**src/poscmd_params.svh**
```systemverilog
`ifndef POSCMD_PARAMS_SVH
`define POSCMD_PARAMS_SVH

// ------------------------------------------------------------
// Register byte offsets
// ------------------------------------------------------------
`define OFS_POS_CFG 8'h00
`define OFS_FORMAT 8'h04
`define OFS_GAIN1 8'h08
`define OFS_GAIN2 8'h0C
`define OFS_SW_MODE 8'h10
`define OFS_TQ_LVL 8'h14
`define OFS_SP_LVL 8'h18
`define OFS_SMOOTH 8'h1C
`define OFS_DIG_POS 8'h20
`define OFS_POS_CNT 8'h24
`define OFS_STATUS 8'h28

// ------------------------------------------------------------
// Reset values (gains and levels in tenths)
// ------------------------------------------------------------
`define RST_POS_CFG 16'h0000
`define RST_FORMAT 16'h0000
`define RST_GAIN1 16'h00C8
`define RST_GAIN2 16'h012C
`define RST_SW_MODE 16'h0000
`define RST_TQ_LVL 16'h0064
`define RST_SP_LVL 16'h0064
`define RST_SMOOTH 16'h0005
`define RST_DIG_POS 16'h0000

// ------------------------------------------------------------
// Field positions
// ------------------------------------------------------------
`define CFG_CTRL_BIT 0
`define CFG_SRC_LSB 4
`define FMT_MODE_LSB 0
`define FMT_DIR_BIT 4
`define FMT_DIR_RUN_BIT 5
`define FMT_FILTER_BIT 12
`define FMT_OVERSPEED_BIT 13

// ------------------------------------------------------------
// Command source codes
// ------------------------------------------------------------
`define SRC_PULSE 4'h0
`define SRC_DIGITAL 4'h1
`define SRC_PHOTO 4'h2

// ------------------------------------------------------------
// Timing
// ------------------------------------------------------------
`define CLOCK_PERIOD_NS 20
`define SMOOTH_TICK_NS 1000
`define SMOOTH_TICK_CYC (`SMOOTH_TICK_NS / `CLOCK_PERIOD_NS)

`endif

```
**src/poscmd_pkg.sv**
```systemverilog
package poscmd_pkg;

	typedef enum logic [1:0] {
		FMT_QUADRATURE,
		FMT_PULSE_SIGN,
		FMT_PULSE_ONLY,
		FMT_DUAL_CHANNEL
	} pulse_fmt_t;

	typedef enum logic [1:0] {
		GSW_NONE,
		GSW_TORQUE,
		GSW_SPEED,
		GSW_RESERVED
	} gain_sw_t;

endpackage

```
**src/pulse_if.sv**
```systemverilog
interface pulse_if;
	import poscmd_pkg::*;
	pulse_fmt_t format;
	logic countUp;
	logic countDown;

	modport decoder (input format, output countUp, output countDown);
	modport user (output format, input countUp, input countDown);
endinterface

```
**src/position_command_pulse_decoder.sv**
```systemverilog
`include "poscmd_params.svh"

module position_command_pulse_decoder import poscmd_pkg::*; #(
	parameter int POS_W = 32
) (
	// Clock and reset
	input wire logic clock,
	input wire logic rst_n,
	// Wishbone slave
	input wire logic wb_cyc_i,
	input wire logic wb_stb_i,
	input wire logic wb_we_i,
	input wire logic [7:0] wb_adr_i,
	input wire logic [3:0] wb_sel_i,
	input wire logic [31:0] wb_dat_i,
	output logic [31:0] wb_dat_o,
	output logic wb_ack_o,
	// Command pulse pins
	input wire logic commandPulseInputA,
	input wire logic commandPulseInputB,
	// Drive pins
	input wire logic servoEnable,
	input wire logic runForward,
	input wire logic runReverse,
	input wire logic photoSwitch,
	// Drive state from the control core
	input wire logic closedLoopVectorMode,
	input wire logic spindleOrient,
	input wire logic orientMoving,
	input wire logic [15:0] torqueCommand,
	input wire logic [15:0] speedCommand,
	// Results
	output logic [POS_W-1:0] positionCount,
	output logic positionControl,
	output logic servoActive,
	output logic [3:0] commandSource,
	output logic stopStart,
	output logic [15:0] stopDistance,
	output logic [15:0] loopGain,
	output logic movingAvgFilter,
	output logic overspeedEnable
);

	// ------------------------------------------------------------
	// State
	// ------------------------------------------------------------
	localparam int TICK_CYC = `SMOOTH_TICK_CYC;
	localparam int TICK_W = $clog2(TICK_CYC + 1);

	if (POS_W < 16 || POS_W > 32) begin : g_chk
		$error("POS_W must be 16 to 32");
	end

	typedef struct packed {
		logic [15:0] cfg;
		logic [15:0] fmt;
		logic [15:0] gain1;
		logic [15:0] gain2;
		logic [15:0] swMode;
		logic [15:0] tqLvl;
		logic [15:0] spLvl;
		logic [15:0] smooth;
		logic [15:0] digPos;
		logic [POS_W-1:0] pos;
		logic [19:0] gainAcc;
		logic [TICK_W-1:0] tick;
		logic [1:0] senSync;
		logic [1:0] fwdSync;
		logic [1:0] revSync;
		logic [1:0] photoSync;
		logic photoPrev;
		logic servo;
		logic ctrlPos;
		logic stop;
		logic ack;
		logic [31:0] rdat;
	} main_state_t;

	main_state_t s_r;
	main_state_t s_nxt;
	pulse_if pulses();

	logic [3:0] source;
	logic [15:0] target;
	logic tickNow;
	logic dirReverse;
	logic busReq;

	// ------------------------------------------------------------
	// Helpers
	// ------------------------------------------------------------
	function automatic logic [15:0] wr16(input logic [15:0] old,
		input logic [31:0] dat, input logic [3:0] sel);
		logic [15:0] res;
		res = old;
		if (sel[0]) begin
			res[7:0] = dat[7:0];
		end
		if (sel[1]) begin
			res[15:8] = dat[15:8];
		end
		return res;
	endfunction

	function automatic logic [19:0] smoothStep(input logic [19:0] acc,
		input logic [15:0] tgt, input logic [3:0] coef);
		logic signed [20:0] diff;
		logic signed [20:0] step;
		diff = $signed({1'b0, tgt, 4'h0}) - $signed({1'b0, acc});
		step = diff >>> coef;
		// Keep the last fraction moving so the target is always reached
		if (step == 21'sd0 && diff != 21'sd0) begin
			step = (diff < 0) ? -21'sd1 : 21'sd1;
		end
		return 20'($signed({1'b0, acc}) + step);
	endfunction

	// ------------------------------------------------------------
	// Pulse decoding
	// ------------------------------------------------------------
	pulse_decoder u_decoder (
		.clock(clock),
		.rst_n(rst_n),
		.pulseA(commandPulseInputA),
		.pulseB(commandPulseInputB),
		.pulses(pulses.decoder)
	);

	assign pulses.format = pulse_fmt_t'(s_r.fmt[`FMT_MODE_LSB +: 2]);

	// ------------------------------------------------------------
	// Combinational terms
	// ------------------------------------------------------------
	assign source = s_r.cfg[`CFG_SRC_LSB +: 4];
	assign tickNow = (s_r.tick == TICK_W'(TICK_CYC - 1));
	assign busReq = wb_cyc_i & wb_stb_i & ~s_r.ack;
	// Reverse is the synchronised reverse run command when the run bit is set, else the direction bit
	assign dirReverse = s_r.fmt[`FMT_DIR_RUN_BIT] ? s_r.revSync[1]
		: s_r.fmt[`FMT_DIR_BIT];

	always_comb begin
		target = s_r.gain1;
		if (spindleOrient) begin
			target = orientMoving ? s_r.gain2 : s_r.gain1;
		end else begin
			case (gain_sw_t'(s_r.swMode[1:0]))
				GSW_NONE: begin
					target = s_r.gain1;
				end
				GSW_TORQUE: begin
					if (s_r.swMode[15:2] == 14'h0000
						&& torqueCommand >= s_r.tqLvl) begin
						target = s_r.gain2;
					end
				end
				GSW_SPEED: begin
					if (s_r.swMode[15:2] == 14'h0000
						&& speedCommand >= s_r.spLvl) begin
						target = s_r.gain2;
					end
				end
				default: begin
					target = s_r.gain1;
				end
			endcase
		end
	end

	// ------------------------------------------------------------
	// Next state
	// ------------------------------------------------------------
	always_comb begin
		s_nxt = s_r;
		s_nxt.senSync = {s_r.senSync[0], servoEnable};
		s_nxt.fwdSync = {s_r.fwdSync[0], runForward};
		s_nxt.revSync = {s_r.revSync[0], runReverse};
		s_nxt.photoSync = {s_r.photoSync[0], photoSwitch};
		s_nxt.photoPrev = s_r.photoSync[1];

		s_nxt.ctrlPos = closedLoopVectorMode & s_r.cfg[`CFG_CTRL_BIT];
		// Without servo enable only a run command brings servo up
		s_nxt.servo = s_r.ctrlPos
			& (source == `SRC_PULSE || spindleOrient)
			& (s_r.senSync[1] | s_r.fwdSync[1] | s_r.revSync[1]);
		s_nxt.stop = (source == `SRC_PHOTO)
			& s_r.photoSync[1] & ~s_r.photoPrev;

		if (pulses.countUp != pulses.countDown) begin
			if (pulses.countUp ^ dirReverse) begin
				s_nxt.pos = s_r.pos + POS_W'(1);
			end else begin
				s_nxt.pos = s_r.pos - POS_W'(1);
			end
		end

		s_nxt.tick = tickNow ? '0 : s_r.tick + TICK_W'(1);
		if (s_r.smooth[3:0] == 4'h0) begin
			s_nxt.gainAcc = {target, 4'h0};
		end else if (tickNow) begin
			s_nxt.gainAcc = smoothStep(s_r.gainAcc, target,
				s_r.smooth[3:0]);
		end

		// Answer every access one cycle later, unmapped reads return zero
		s_nxt.ack = busReq;
		if (busReq && !wb_we_i) begin
			case (wb_adr_i)
				`OFS_POS_CFG: s_nxt.rdat = {16'h0000, s_r.cfg};
				`OFS_FORMAT: s_nxt.rdat = {16'h0000, s_r.fmt};
				`OFS_GAIN1: s_nxt.rdat = {16'h0000, s_r.gain1};
				`OFS_GAIN2: s_nxt.rdat = {16'h0000, s_r.gain2};
				`OFS_SW_MODE: s_nxt.rdat = {16'h0000, s_r.swMode};
				`OFS_TQ_LVL: s_nxt.rdat = {16'h0000, s_r.tqLvl};
				`OFS_SP_LVL: s_nxt.rdat = {16'h0000, s_r.spLvl};
				`OFS_SMOOTH: s_nxt.rdat = {16'h0000, s_r.smooth};
				`OFS_DIG_POS: s_nxt.rdat = {16'h0000, s_r.digPos};
				`OFS_POS_CNT: s_nxt.rdat = 32'(s_r.pos);
				`OFS_STATUS: s_nxt.rdat = {29'h0000_0000,
					target == s_r.gain2, s_r.ctrlPos, s_r.servo};
				default: s_nxt.rdat = 32'h0000_0000;
			endcase
		end
		if (busReq && wb_we_i) begin
			case (wb_adr_i)
				`OFS_POS_CFG: s_nxt.cfg = wr16(s_r.cfg, wb_dat_i, wb_sel_i);
				`OFS_FORMAT: s_nxt.fmt = wr16(s_r.fmt, wb_dat_i, wb_sel_i);
				`OFS_GAIN1: s_nxt.gain1 = wr16(s_r.gain1, wb_dat_i, wb_sel_i);
				`OFS_GAIN2: s_nxt.gain2 = wr16(s_r.gain2, wb_dat_i, wb_sel_i);
				`OFS_SW_MODE: s_nxt.swMode = wr16(s_r.swMode, wb_dat_i,
					wb_sel_i);
				`OFS_TQ_LVL: s_nxt.tqLvl = wr16(s_r.tqLvl, wb_dat_i, wb_sel_i);
				`OFS_SP_LVL: s_nxt.spLvl = wr16(s_r.spLvl, wb_dat_i, wb_sel_i);
				`OFS_SMOOTH: s_nxt.smooth = wr16(s_r.smooth, wb_dat_i,
					wb_sel_i);
				`OFS_DIG_POS: s_nxt.digPos = wr16(s_r.digPos, wb_dat_i,
					wb_sel_i);
				default: s_nxt.rdat = s_r.rdat;
			endcase
		end

		if (!rst_n) begin
			s_nxt = '0;
			s_nxt.cfg = `RST_POS_CFG;
			s_nxt.fmt = `RST_FORMAT;
			s_nxt.gain1 = `RST_GAIN1;
			s_nxt.gain2 = `RST_GAIN2;
			s_nxt.swMode = `RST_SW_MODE;
			s_nxt.tqLvl = `RST_TQ_LVL;
			s_nxt.spLvl = `RST_SP_LVL;
			s_nxt.smooth = `RST_SMOOTH;
			s_nxt.digPos = `RST_DIG_POS;
			s_nxt.gainAcc = {`RST_GAIN1, 4'h0};
		end
	end

	always_ff @(posedge clock) begin
		s_r <= s_nxt;
	end

	// ------------------------------------------------------------
	// Outputs
	// ------------------------------------------------------------
	assign wb_ack_o = s_r.ack;
	assign wb_dat_o = s_r.rdat;
	assign positionCount = s_r.pos;
	assign positionControl = s_r.ctrlPos;
	assign servoActive = s_r.servo;
	assign commandSource = source;
	assign stopStart = s_r.stop;
	assign stopDistance = s_r.digPos;
	assign loopGain = s_r.gainAcc[19:4];
	assign movingAvgFilter = s_r.fmt[`FMT_FILTER_BIT];
	assign overspeedEnable = s_r.fmt[`FMT_OVERSPEED_BIT];

	// ------------------------------------------------------------
	// Checks
	// ------------------------------------------------------------
	AST_CTRL_MODE: assert property (@(posedge clock)
		disable iff (!rst_n)
		!closedLoopVectorMode ##1 1'b1 |-> !positionControl)
		else $error("position control outside vector mode");

	AST_SERVO_CAUSE: assert property (@(posedge clock)
		disable iff (!rst_n)
		$rose(servoActive) |-> $past(s_r.senSync[1] | s_r.fwdSync[1]
			| s_r.revSync[1]) && $past(positionControl))
		else $error("servo started without enable or run");

	AST_PHOTO_STOP: assert property (@(posedge clock)
		disable iff (!rst_n)
		(source == `SRC_PHOTO && s_r.photoSync[1] && !s_r.photoPrev
			&& $stable(s_r.cfg)) |=> stopStart)
		else $error("photo switch did not start stop");

	AST_STOP_SRC: assert property (@(posedge clock)
		disable iff (!rst_n)
		stopStart |-> $past(source) == `SRC_PHOTO)
		else $error("stop started from wrong source");

	AST_DIR_REV: assert property (@(posedge clock)
		disable iff (!rst_n)
		(pulses.countUp && !pulses.countDown
			&& !s_r.fmt[`FMT_DIR_RUN_BIT] && s_r.fmt[`FMT_DIR_BIT])
		|=> positionCount == $past(positionCount) - POS_W'(1))
		else $error("reverse direction not applied");

	AST_ORIENT_GAIN: assert property (@(posedge clock)
		disable iff (!rst_n)
		spindleOrient && orientMoving |-> target == s_r.gain2)
		else $error("orientation did not pick second gain");

	AST_RSVD_GAIN: assert property (@(posedge clock)
		disable iff (!rst_n)
		!spindleOrient && s_r.swMode[1:0] == 2'b11 |-> target == s_r.gain1)
		else $error("reserved mode switched gain");

	AST_GAIN_NOW: assert property (@(posedge clock)
		disable iff (!rst_n)
		s_r.smooth[3:0] == 4'h0 |=> loopGain == $past(target))
		else $error("zero smoothing did not jump");

	AST_GAIN_HOLD: assert property (@(posedge clock)
		disable iff (!rst_n)
		s_r.smooth[3:0] != 4'h0 && !tickNow && $stable(s_r.smooth)
		|=> $stable(loopGain))
		else $error("gain moved between smoothing ticks");

endmodule

```
**src/pulse_decoder.sv**
```systemverilog
module pulse_decoder import poscmd_pkg::*; (
	// Clock and reset
	input wire logic clock,
	input wire logic rst_n,
	// Command pulse pins
	input wire logic pulseA,
	input wire logic pulseB,
	// Decoded counts
	pulse_if.decoder pulses
);

	typedef struct packed {
		logic a1;
		logic a2;
		logic aPrev;
		logic b1;
		logic b2;
		logic bPrev;
		logic up;
		logic down;
	} dec_state_t;

	dec_state_t s_r;
	dec_state_t s_nxt;
	logic aRise;
	logic bRise;
	logic aChg;
	logic bChg;

	assign aRise = s_r.a2 & ~s_r.aPrev;
	assign bRise = s_r.b2 & ~s_r.bPrev;
	assign aChg = s_r.a2 ^ s_r.aPrev;
	assign bChg = s_r.b2 ^ s_r.bPrev;

	always_comb begin
		s_nxt = s_r;
		s_nxt.a1 = pulseA;
		s_nxt.a2 = s_r.a1;
		s_nxt.aPrev = s_r.a2;
		s_nxt.b1 = pulseB;
		s_nxt.b2 = s_r.b1;
		s_nxt.bPrev = s_r.b2;
		s_nxt.up = 1'b0;
		s_nxt.down = 1'b0;
		case (pulses.format)
			FMT_QUADRATURE: begin
				// A leading B is forward; a double step has no known sense
				if (aChg ^ bChg) begin
					s_nxt.up = s_r.a2 ^ s_r.bPrev;
					s_nxt.down = ~(s_r.a2 ^ s_r.bPrev);
				end
			end
			FMT_PULSE_SIGN: begin
				s_nxt.up = aRise & ~s_r.b2;
				s_nxt.down = aRise & s_r.b2;
			end
			FMT_PULSE_ONLY: begin
				s_nxt.up = aRise;
			end
			FMT_DUAL_CHANNEL: begin
				// Coincident edges cancel
				s_nxt.up = aRise & ~bRise;
				s_nxt.down = bRise & ~aRise;
			end
			default: begin
				s_nxt.up = 1'b0;
			end
		endcase
		if (!rst_n) begin
			s_nxt = '0;
		end
	end

	always_ff @(posedge clock) begin
		s_r <= s_nxt;
	end

	assign pulses.countUp = s_r.up;
	assign pulses.countDown = s_r.down;

	AST_SIGN_DIR: assert property (@(posedge clock)
		disable iff (!rst_n)
		(pulses.format == FMT_PULSE_SIGN && aRise)
		|=> (pulses.countUp == !$past(s_r.b2)) && (pulses.countDown == $past(s_r.b2)))
		else $error("pulse/sign decode wrong");

	AST_PULSE_ONLY: assert property (@(posedge clock)
		disable iff (!rst_n)
		(pulses.format == FMT_PULSE_ONLY) && $stable(pulses.format)
		|=> !pulses.countDown)
		else $error("pulse-only format counted down");

	AST_DUAL_B: assert property (@(posedge clock)
		disable iff (!rst_n)
		(pulses.format == FMT_DUAL_CHANNEL && bRise && !aRise)
		|=> pulses.countDown && !pulses.countUp)
		else $error("dual channel B edge not counted down");

	AST_QUAD_BOTH: assert property (@(posedge clock)
		disable iff (!rst_n)
		(pulses.format == FMT_QUADRATURE && aChg && bChg)
		|=> !pulses.countUp && !pulses.countDown)
		else $error("invalid quadrature step counted");

	AST_QUAD_FWD: assert property (@(posedge clock)
		disable iff (!rst_n)
		(pulses.format == FMT_QUADRATURE && aRise && !s_r.b2 && !bChg)
		|=> pulses.countUp)
		else $error("A leading B not counted forward");

endmodule

```
**config.mk**
```make
export PLATFORM = sky130hd
export DESIGN_NAME = position_command_pulse_decoder
export DESIGN_NICKNAME = d
export VERILOG_FILES = /design/src/poscmd_pkg.sv /design/src/pulse_if.sv /design/src/position_command_pulse_decoder.sv /design/src/pulse_decoder.sv
export VERILOG_INCLUDE_DIRS = /design/src /design/src/src
export SDC_FILE = /design/constraint.sdc
export NUM_CORES = 1
export LEC_CHECK = 0
export BUFFER_PORTS_ARGS = -buffer_cell sky130_fd_sc_hd__clkbuf_2
export CAP_MARGIN = 20
export CORE_MARGIN = 8
export CORE_UTILIZATION = 28
export DETAILED_ROUTE_END_ITERATION = 8
export PLACE_DENSITY = 0.45
export SYNTH_ARGS = -nofsm -noshare
export SYNTH_HDL_FRONTEND = slang
export SYNTH_SLANG_ARGS = --single-unit
```
**constraint.sdc**
```tcl
create_clock -name clock -period 9.1 [get_ports clock]
set_clock_uncertainty 0.05 [all_clocks]
set_input_delay 0.455 -clock clock [delete_from_list [all_inputs] [get_ports clock]]
set_output_delay 0.455 -clock clock [all_outputs]
set_load 0.02 [all_outputs]
```
# Yosys cells after proc, flatten, opt, wreduce, memory -nomap -nowiden
# Cells that the tools add are included.
# op_classes
n_addsub	5
muxes	20
n_bitwise	29
n_eq_ne	20
n_reduce_logical	36
shift	1
n_lt_le_gt_ge	3
# ops
cell	n
one-hot mux 32 bit (11 select lines)	1
two-way mux 32 bit	4
two-way mux 20 bit	6
two-way mux 16 bit	4
AND reduction 3 bit	18
adder 32 x 1 -> 32 bit, second input constant	1
== test 8 x 5 -> 1 bit, second input constant	4
greater-or-equal comparator 16 bit	2
one-hot mux 16 bit (2 select lines)	1
subtractor 32 x 1 -> 32 bit, second input constant	1
== test 8 x 6 -> 1 bit, second input constant	3
zero test 21 bit	1
< comparator 21 x 1 -> 1 bit, second input constant	1
nonzero test 21 bit	1
>>> shifter 21 x 4 -> 21 bit	1
subtractor 20 x 20 -> 21 bit	1
adder 20 bit	1
== test 16 bit	1
== test 8 x 4 -> 1 bit, second input constant	2
zero test 14 bit	1
AND 1 bit	13
NOT 1 bit	9
OR reduction 9 bit	1
== test 8 x 3 -> 1 bit, second input constant	1
21 further kinds	35
# word_totals
inputBits	90
ff_bits	255
out_inout_bits	106
word_cells	154

# Longest topological paths before layout
# logic_depth
ltp_word	15
depth_mapped	39
depth_no_buf	37

# By module
# A second synthesis with hierarchy kept.
# hier_totals
hier_cells	2271
hier_area_um2	17555.6
# by_module_without_submodules
module	instances	area_per_inst_um2	cells_per_inst
position_command_pulse_decoder	1	17231.5	2241
pulse_decoder	1	324.1	30

# Worst setup path after synthesis
# Ideal clock, no wire load.
# synth_timing
path_type	input to register
start	input torqueCommand[12]
end	register s_r, in the netlist loopGain[14]
path_slack_ns	1.325
t_required_ns	8.934
cell_stages	36
t_arrival_ns	7.609
setup_ns	0.116
path_cell_list	ha_1 a21o_1 a21o_1 a21o_1 a221o_1 a21oi_1 o21ai_0 a31oi_1 clkbuf_1 a22o_1 ha_1 a21o_1 a31oi_2 o31ai_4 a41o_2 a31o_2 or2_4 a2111o_1 a21oi_2 nor2_1 nor4b_2 a31o_1 ha_1 inv_1 fa_1 nor2b_1 o21a_1 o211ai_1 a311o_1 nand3_1 a311o_1 a21o_1 a21oi_1 xnor2_1 a21o_1 o211a_1
# synth_via
elab_chain_len	15
elab_cells_between_ends	18
# synth_rtl
item	line	source
start, declared	position_command_pulse_decoder.sv:30	input wire logic [15:0] torqueCommand,
greater-or-equal comparator 16 bit (*)	position_command_pulse_decoder.sv:152	&& torqueCommand >= s_r.tqLvl) begin
logical AND 1 bit (*)	position_command_pulse_decoder.sv:152	
two-way mux 16 bit (*)	position_command_pulse_decoder.sv:151	if (s_r.swMode[15:2] == 14'h0000
one-hot mux 16 bit (2 select lines) (*)	position_command_pulse_decoder.sv:146	case (gain_sw_t'(s_r.swMode[1:0]))
two-way mux 16 bit (*)	position_command_pulse_decoder.sv:143	if (spindleOrient) begin
parallel branches: the longest is 9 deep, another holds subtractor 20 x 20 -> 21 bit	--	
two-way mux 20 bit (*)	position_command_pulse_decoder.sv:197	if (s_r.smooth[3:0] == 4'h0) begin
end signal, assigned	position_command_pulse_decoder.sv:257	s_r <= s_nxt;
end, declared	position_command_pulse_decoder.sv:79	main_state_t s_r;
# Every way passes the cells marked *. The select of a mux whose other input is x is not followed.
# A chain may end at the register's enable or synchronous reset.

# Final worst setup path
# layout_timing
start	register s_r[148] in the netlist's numbering
end	register s_r, in the netlist loopGain[14]
# layout_via
elab_chain_len	15
elab_cells_between_ends	18
# layout_rtl
item	line	source
greater-or-equal comparator 16 bit (*)	position_command_pulse_decoder.sv:158	&& speedCommand >= s_r.spLvl) begin
logical AND 1 bit (*)	position_command_pulse_decoder.sv:158	
two-way mux 16 bit (*)	position_command_pulse_decoder.sv:157	if (s_r.swMode[15:2] == 14'h0000
one-hot mux 16 bit (2 select lines) (*)	position_command_pulse_decoder.sv:146	
two-way mux 16 bit (*)	position_command_pulse_decoder.sv:143	
parallel branches: the longest is 9 deep, another holds subtractor 20 x 20 -> 21 bit	--	
two-way mux 20 bit (*)	position_command_pulse_decoder.sv:197	
# Marked as above.

==> flow_summary_export.csv <==
group,metric,value,unit
global_routing,grt_pass1_wl,102000,um
synth,synth_edf_count,0,
power,p_per_area,173,mW/mm2
power,peakVddDrop,132,uV
sta,slew_viol_final,0,
clock_network,ctsHoldBuffers,0,
final_layout,stdcell_area,0.0201,mm2
floorplanning,chipWidth,263,um
placed_design,place.gp.congestion,0.893,
critical_path,r2r_start,"s_r[148]$_SDFFE_PN0P_",
critical_path,startpoint_type,"register",
critical_path,r2r-end,"loopGain[14]$_SDFFE_PN0P_",
power,pwr-share-seq,34.5,%
critical_path,cp.depth,38,
sta,finalCritPeriodShare,93.4,%
drt,final_antenna_net_count,0,
synth,synth.most_common_cell,"nand2_1",
global_routing,grt_max_degree,106,
synth,synthArstFlopShare,0,%
clock_network,path_clk_slew,50,ps
flow_run,maxCapViolations,0,
final_layout,final_core_util,33.3,%
placed_design,postPlaceCellArea,0.0188,mm2
critical_path,critPathKind,"register to register",
clock_network,cts_sinks,255,
drt,wl_per_cell,20.9,um
critical_path,r2r_slack,600,ps
final_layout,antenna_cells,0,
floorplanning,die_h,263,um
drt,drtIter0Drc,1267,
clock_network,cts_buffer_depth,3,
drt,num_vias,17081,
min_path,hold_path.startpoint,"photoSwitch",
sta,holdWs,68.2,ps
floorplanning,dieArea,0.0690,mm2
sta,final-hold-violation-count,0,
sta,rsz0062_at_grt,"false",
clock_network,cts_tree,"done",
clock_network,numCtsBuffers,34,
critical_path,required,9480,ps
placed_design,dp_hpwl,49500,um
synth,synth_cells,2258,
drt,routed_wl,66900,um
floorplanning,core_area,0.0602,mm2
power,p_int,0.00239,W
drt,vias_per_cell,5.35,
synth,yosysSeqAreaShare,30.0,%
power,sw_frac_of_total,31.3,%
floorplanning,num_rows,90,
synth,synth_warnings,0,
sta,worst_pin_slew,920,ps
clock_network,cts_max_level,2,
clock_network,root_buffer,"clkbuf_16",
synth,ys_top_cells_by_area,"dfxtp_1 (30%), nand2_1 (8.1%), ha_1 (7.7%)",
synth,synth.top_cell.area_share,30.0,%
synth,avgSynthCellArea,7.54,um2
run_status,status,"finished clean",
synth,synth_top_area_cell,"dfxtp_1",
final_layout,drive_above_1_share,18.5,%
critical_path,cpPeakStageDelay,530,ps
sta,maxSlewHeadroom,38.7,%
power,p_total,0.00348,W
final_layout,n_fill_cell,6386,
critical_path,cp-end-kind,"register",
placed_design,io_buffers,177,
synth,synth_cell_types,96,
global_routing,gr-total-overflow,0,
power,p_sw,0.00109,W
critical_path,slowest_stage,"or4_1",
critical_path,cp_max_fo,10,
min_path,worstHoldPathCells,2,
power,leakagePower,7.96,nW
critical_path,path_buf_inv,6,
sta,fmax,0.118,GHz
final_layout,syn_to_final_growth,17.7,%
critical_path,r2r_cells,38,
sta,finalSetupViolCount,0,
synth,synth_common_cells,"nand2_1 (369), dfxtp_1 (255), a21oi_1 (250)",
synth,synth_area,0.0170,mm2
min_path,min_path_type,"input port to register",
clock_network,worstSkewPairLatency,540,ps
synth,ys_ff_latch,255,
floorplanning,io_pins,196,
global_routing,antenna_found_initial,0,
power,clkPwrFrac,39.8,%
synth,synthFlopType,"dfxtp_1",
synth,syn_nets,2455,
sta,period_needed,8500,ps
final_layout,layout.nets,2587,
sta,finalSetupTns,0,ps
power,combPwrFrac,25.8,%
drt,drc_errors,0,
global_routing,grtUsageTotal,18.6,%
drt,firstDrtPassIters,5,
global_routing,grt_pass1_vias,16808,
floorplanning,start_util,28.3,%
min_path,hold-path-endpoint,"s_r[37]$_SDFF_PN0_",
critical_path,critPathTopFamily,"compound AO/OA/AOI/OAI gates",
critical_path,crit_arrival,8880,ps
## logic make-up (layout without fill, tap and decap cells)
kind of cell,Yosys count,in the layout,share of synthesized area [%]
DFF,255,255,30.0
and+or+nand+nor,818,818,22.0
adders and majority gates,107,107,7.95
muxes,10,10,0.896
buffers and inverters,333,485,9.60
AOI/OAI and AO/OA,673,673,26.4
xor gates and xnor gates,62,62,3.23
## timing repair
action / 4_1_cts / 5_1_grt
gates resized for setup: 0 / 5
endpoints found under the setup margin: 0 / 3
buffers inserted: 0 / 0
## worst max-delay path by stage
stage | startpoint | slack [ps] | end
after global routing | s_r[163]$_SDFFE_PN0P_ | 50 | loopGain[14]$_SDFFE_PN0P_
final | s_r[148]$_SDFFE_PN0P_ | 600 | loopGain[14]$_SDFFE_PN0P_
after floorplan | torqueCommand[12] | 1320 | loopGain[14]$_SDFFE_PN0P_
after global placement | torqueCommand[12] | 340 | loopGain[15]$_SDFFE_PN0P_
after CTS | s_r[163]$_SDFFE_PN0P_ | 410 | loopGain[15]$_SDFFE_PN0P_
after detailed placement | torqueCommand[12] | 340 | loopGain[15]$_SDFFE_PN0P_
## placed cells by master, fill, tap and decap left out, types with 26 or more instances in the layout
cell type	instances
xnor2_1	40
inv_1	93
o21ai_0	79
nor2_1	103
nand2_1	369
buf_4	155
and2_1	32
a21oi_1	249
a221oi_1	30
a22o_1	31
a211oi_1	26
nand3_1	157
o211ai_1	28
clkbuf_2	177
a31oi_1	34
nor3_1	34
dfxtp_1	255
a21o_1	43
ha_1	105
clkbuf_16	35
## cell type report
cell class	count	area, um2	share of cell area [%]
clock buffer	46	987	4.92
clock inverter	10	151	0.755
inverter	95	362	1.80
multi-input combinational	1670	10400	51.7
sequential	255	5100	25.5
tap	782	978	4.88
timing repair buffer	334	2100	10.5
## state kept, by name, summed over array words and instances, names as in the netlist
register,count
commandSource,4
loopGain,16
movingAvgFilter,1
overspeedEnable,1
positionControl,1
positionCount,32
pulses.format,2
s_r,139
servoActive,1
stopDistance,16
stopStart,1
u_decoder.pulses.countDown,1
u_decoder.pulses.countUp,1
u_decoder.s_r,6
wb_ack_o,1
wb_dat_o,32
## metal layers
| metal | up-vias | global-route usage [%] | part of all wire, % | routed length (um) |
|---|---|---|---|---|
| li1 | 8305 | - | - | - |
| met1 | 8144 | 22.9 | 42 | 28300 |
| met2 | 512 | 31.8 | 48 | 31900 |
| met3 | 120 | 3.18 | 5.6 | 3740 |
| met4 | 0 | 7.82 | 4.4 | 2910 |
| met5 | - | 0 | 0 | 0 |
## through the flow
| stage | cells | worst slack (ps) |
|---|---|---|
| after floorplan | 2258 | 1320 |
| after global placement | 3133 | 345 |
| after detailed placement | 3134 | 338 |
| after CTS | 3190 | 406 |
| after global routing | 3192 | 47.2 |
| final | 3192 | 601 |
## worst reg2reg max path, delay by kind of cell, from the launching register on
kind / cells / cell delay, ps
flip-flops: 1 / 390
adder cells (fa/ha/maj): 4 / 1010
XOR/XNOR: 1 / 90
buffers and inverters: 6 / 910
AND/OR/NAND/NOR: 8 / 1700
AO/OA/AOI/OAI: 19 / 4240
## power groups by stage
stage / clock, W / combinational, W / sequential [W]
after CTS: 0.00143 / 0.000893 / 0.00120
after global routing: 0.00147 / 0.000997 / 0.00120
after detailed placement: 0 / 0.000886 / 0.00122
after floorplan: 0 / 0.000674 / 0.00120
final: 0.00138 / 0.000895 / 0.00120
after global placement: 0 / 0.000880 / 0.00122
No activity file was read; power rests on OpenSTA's default activity.
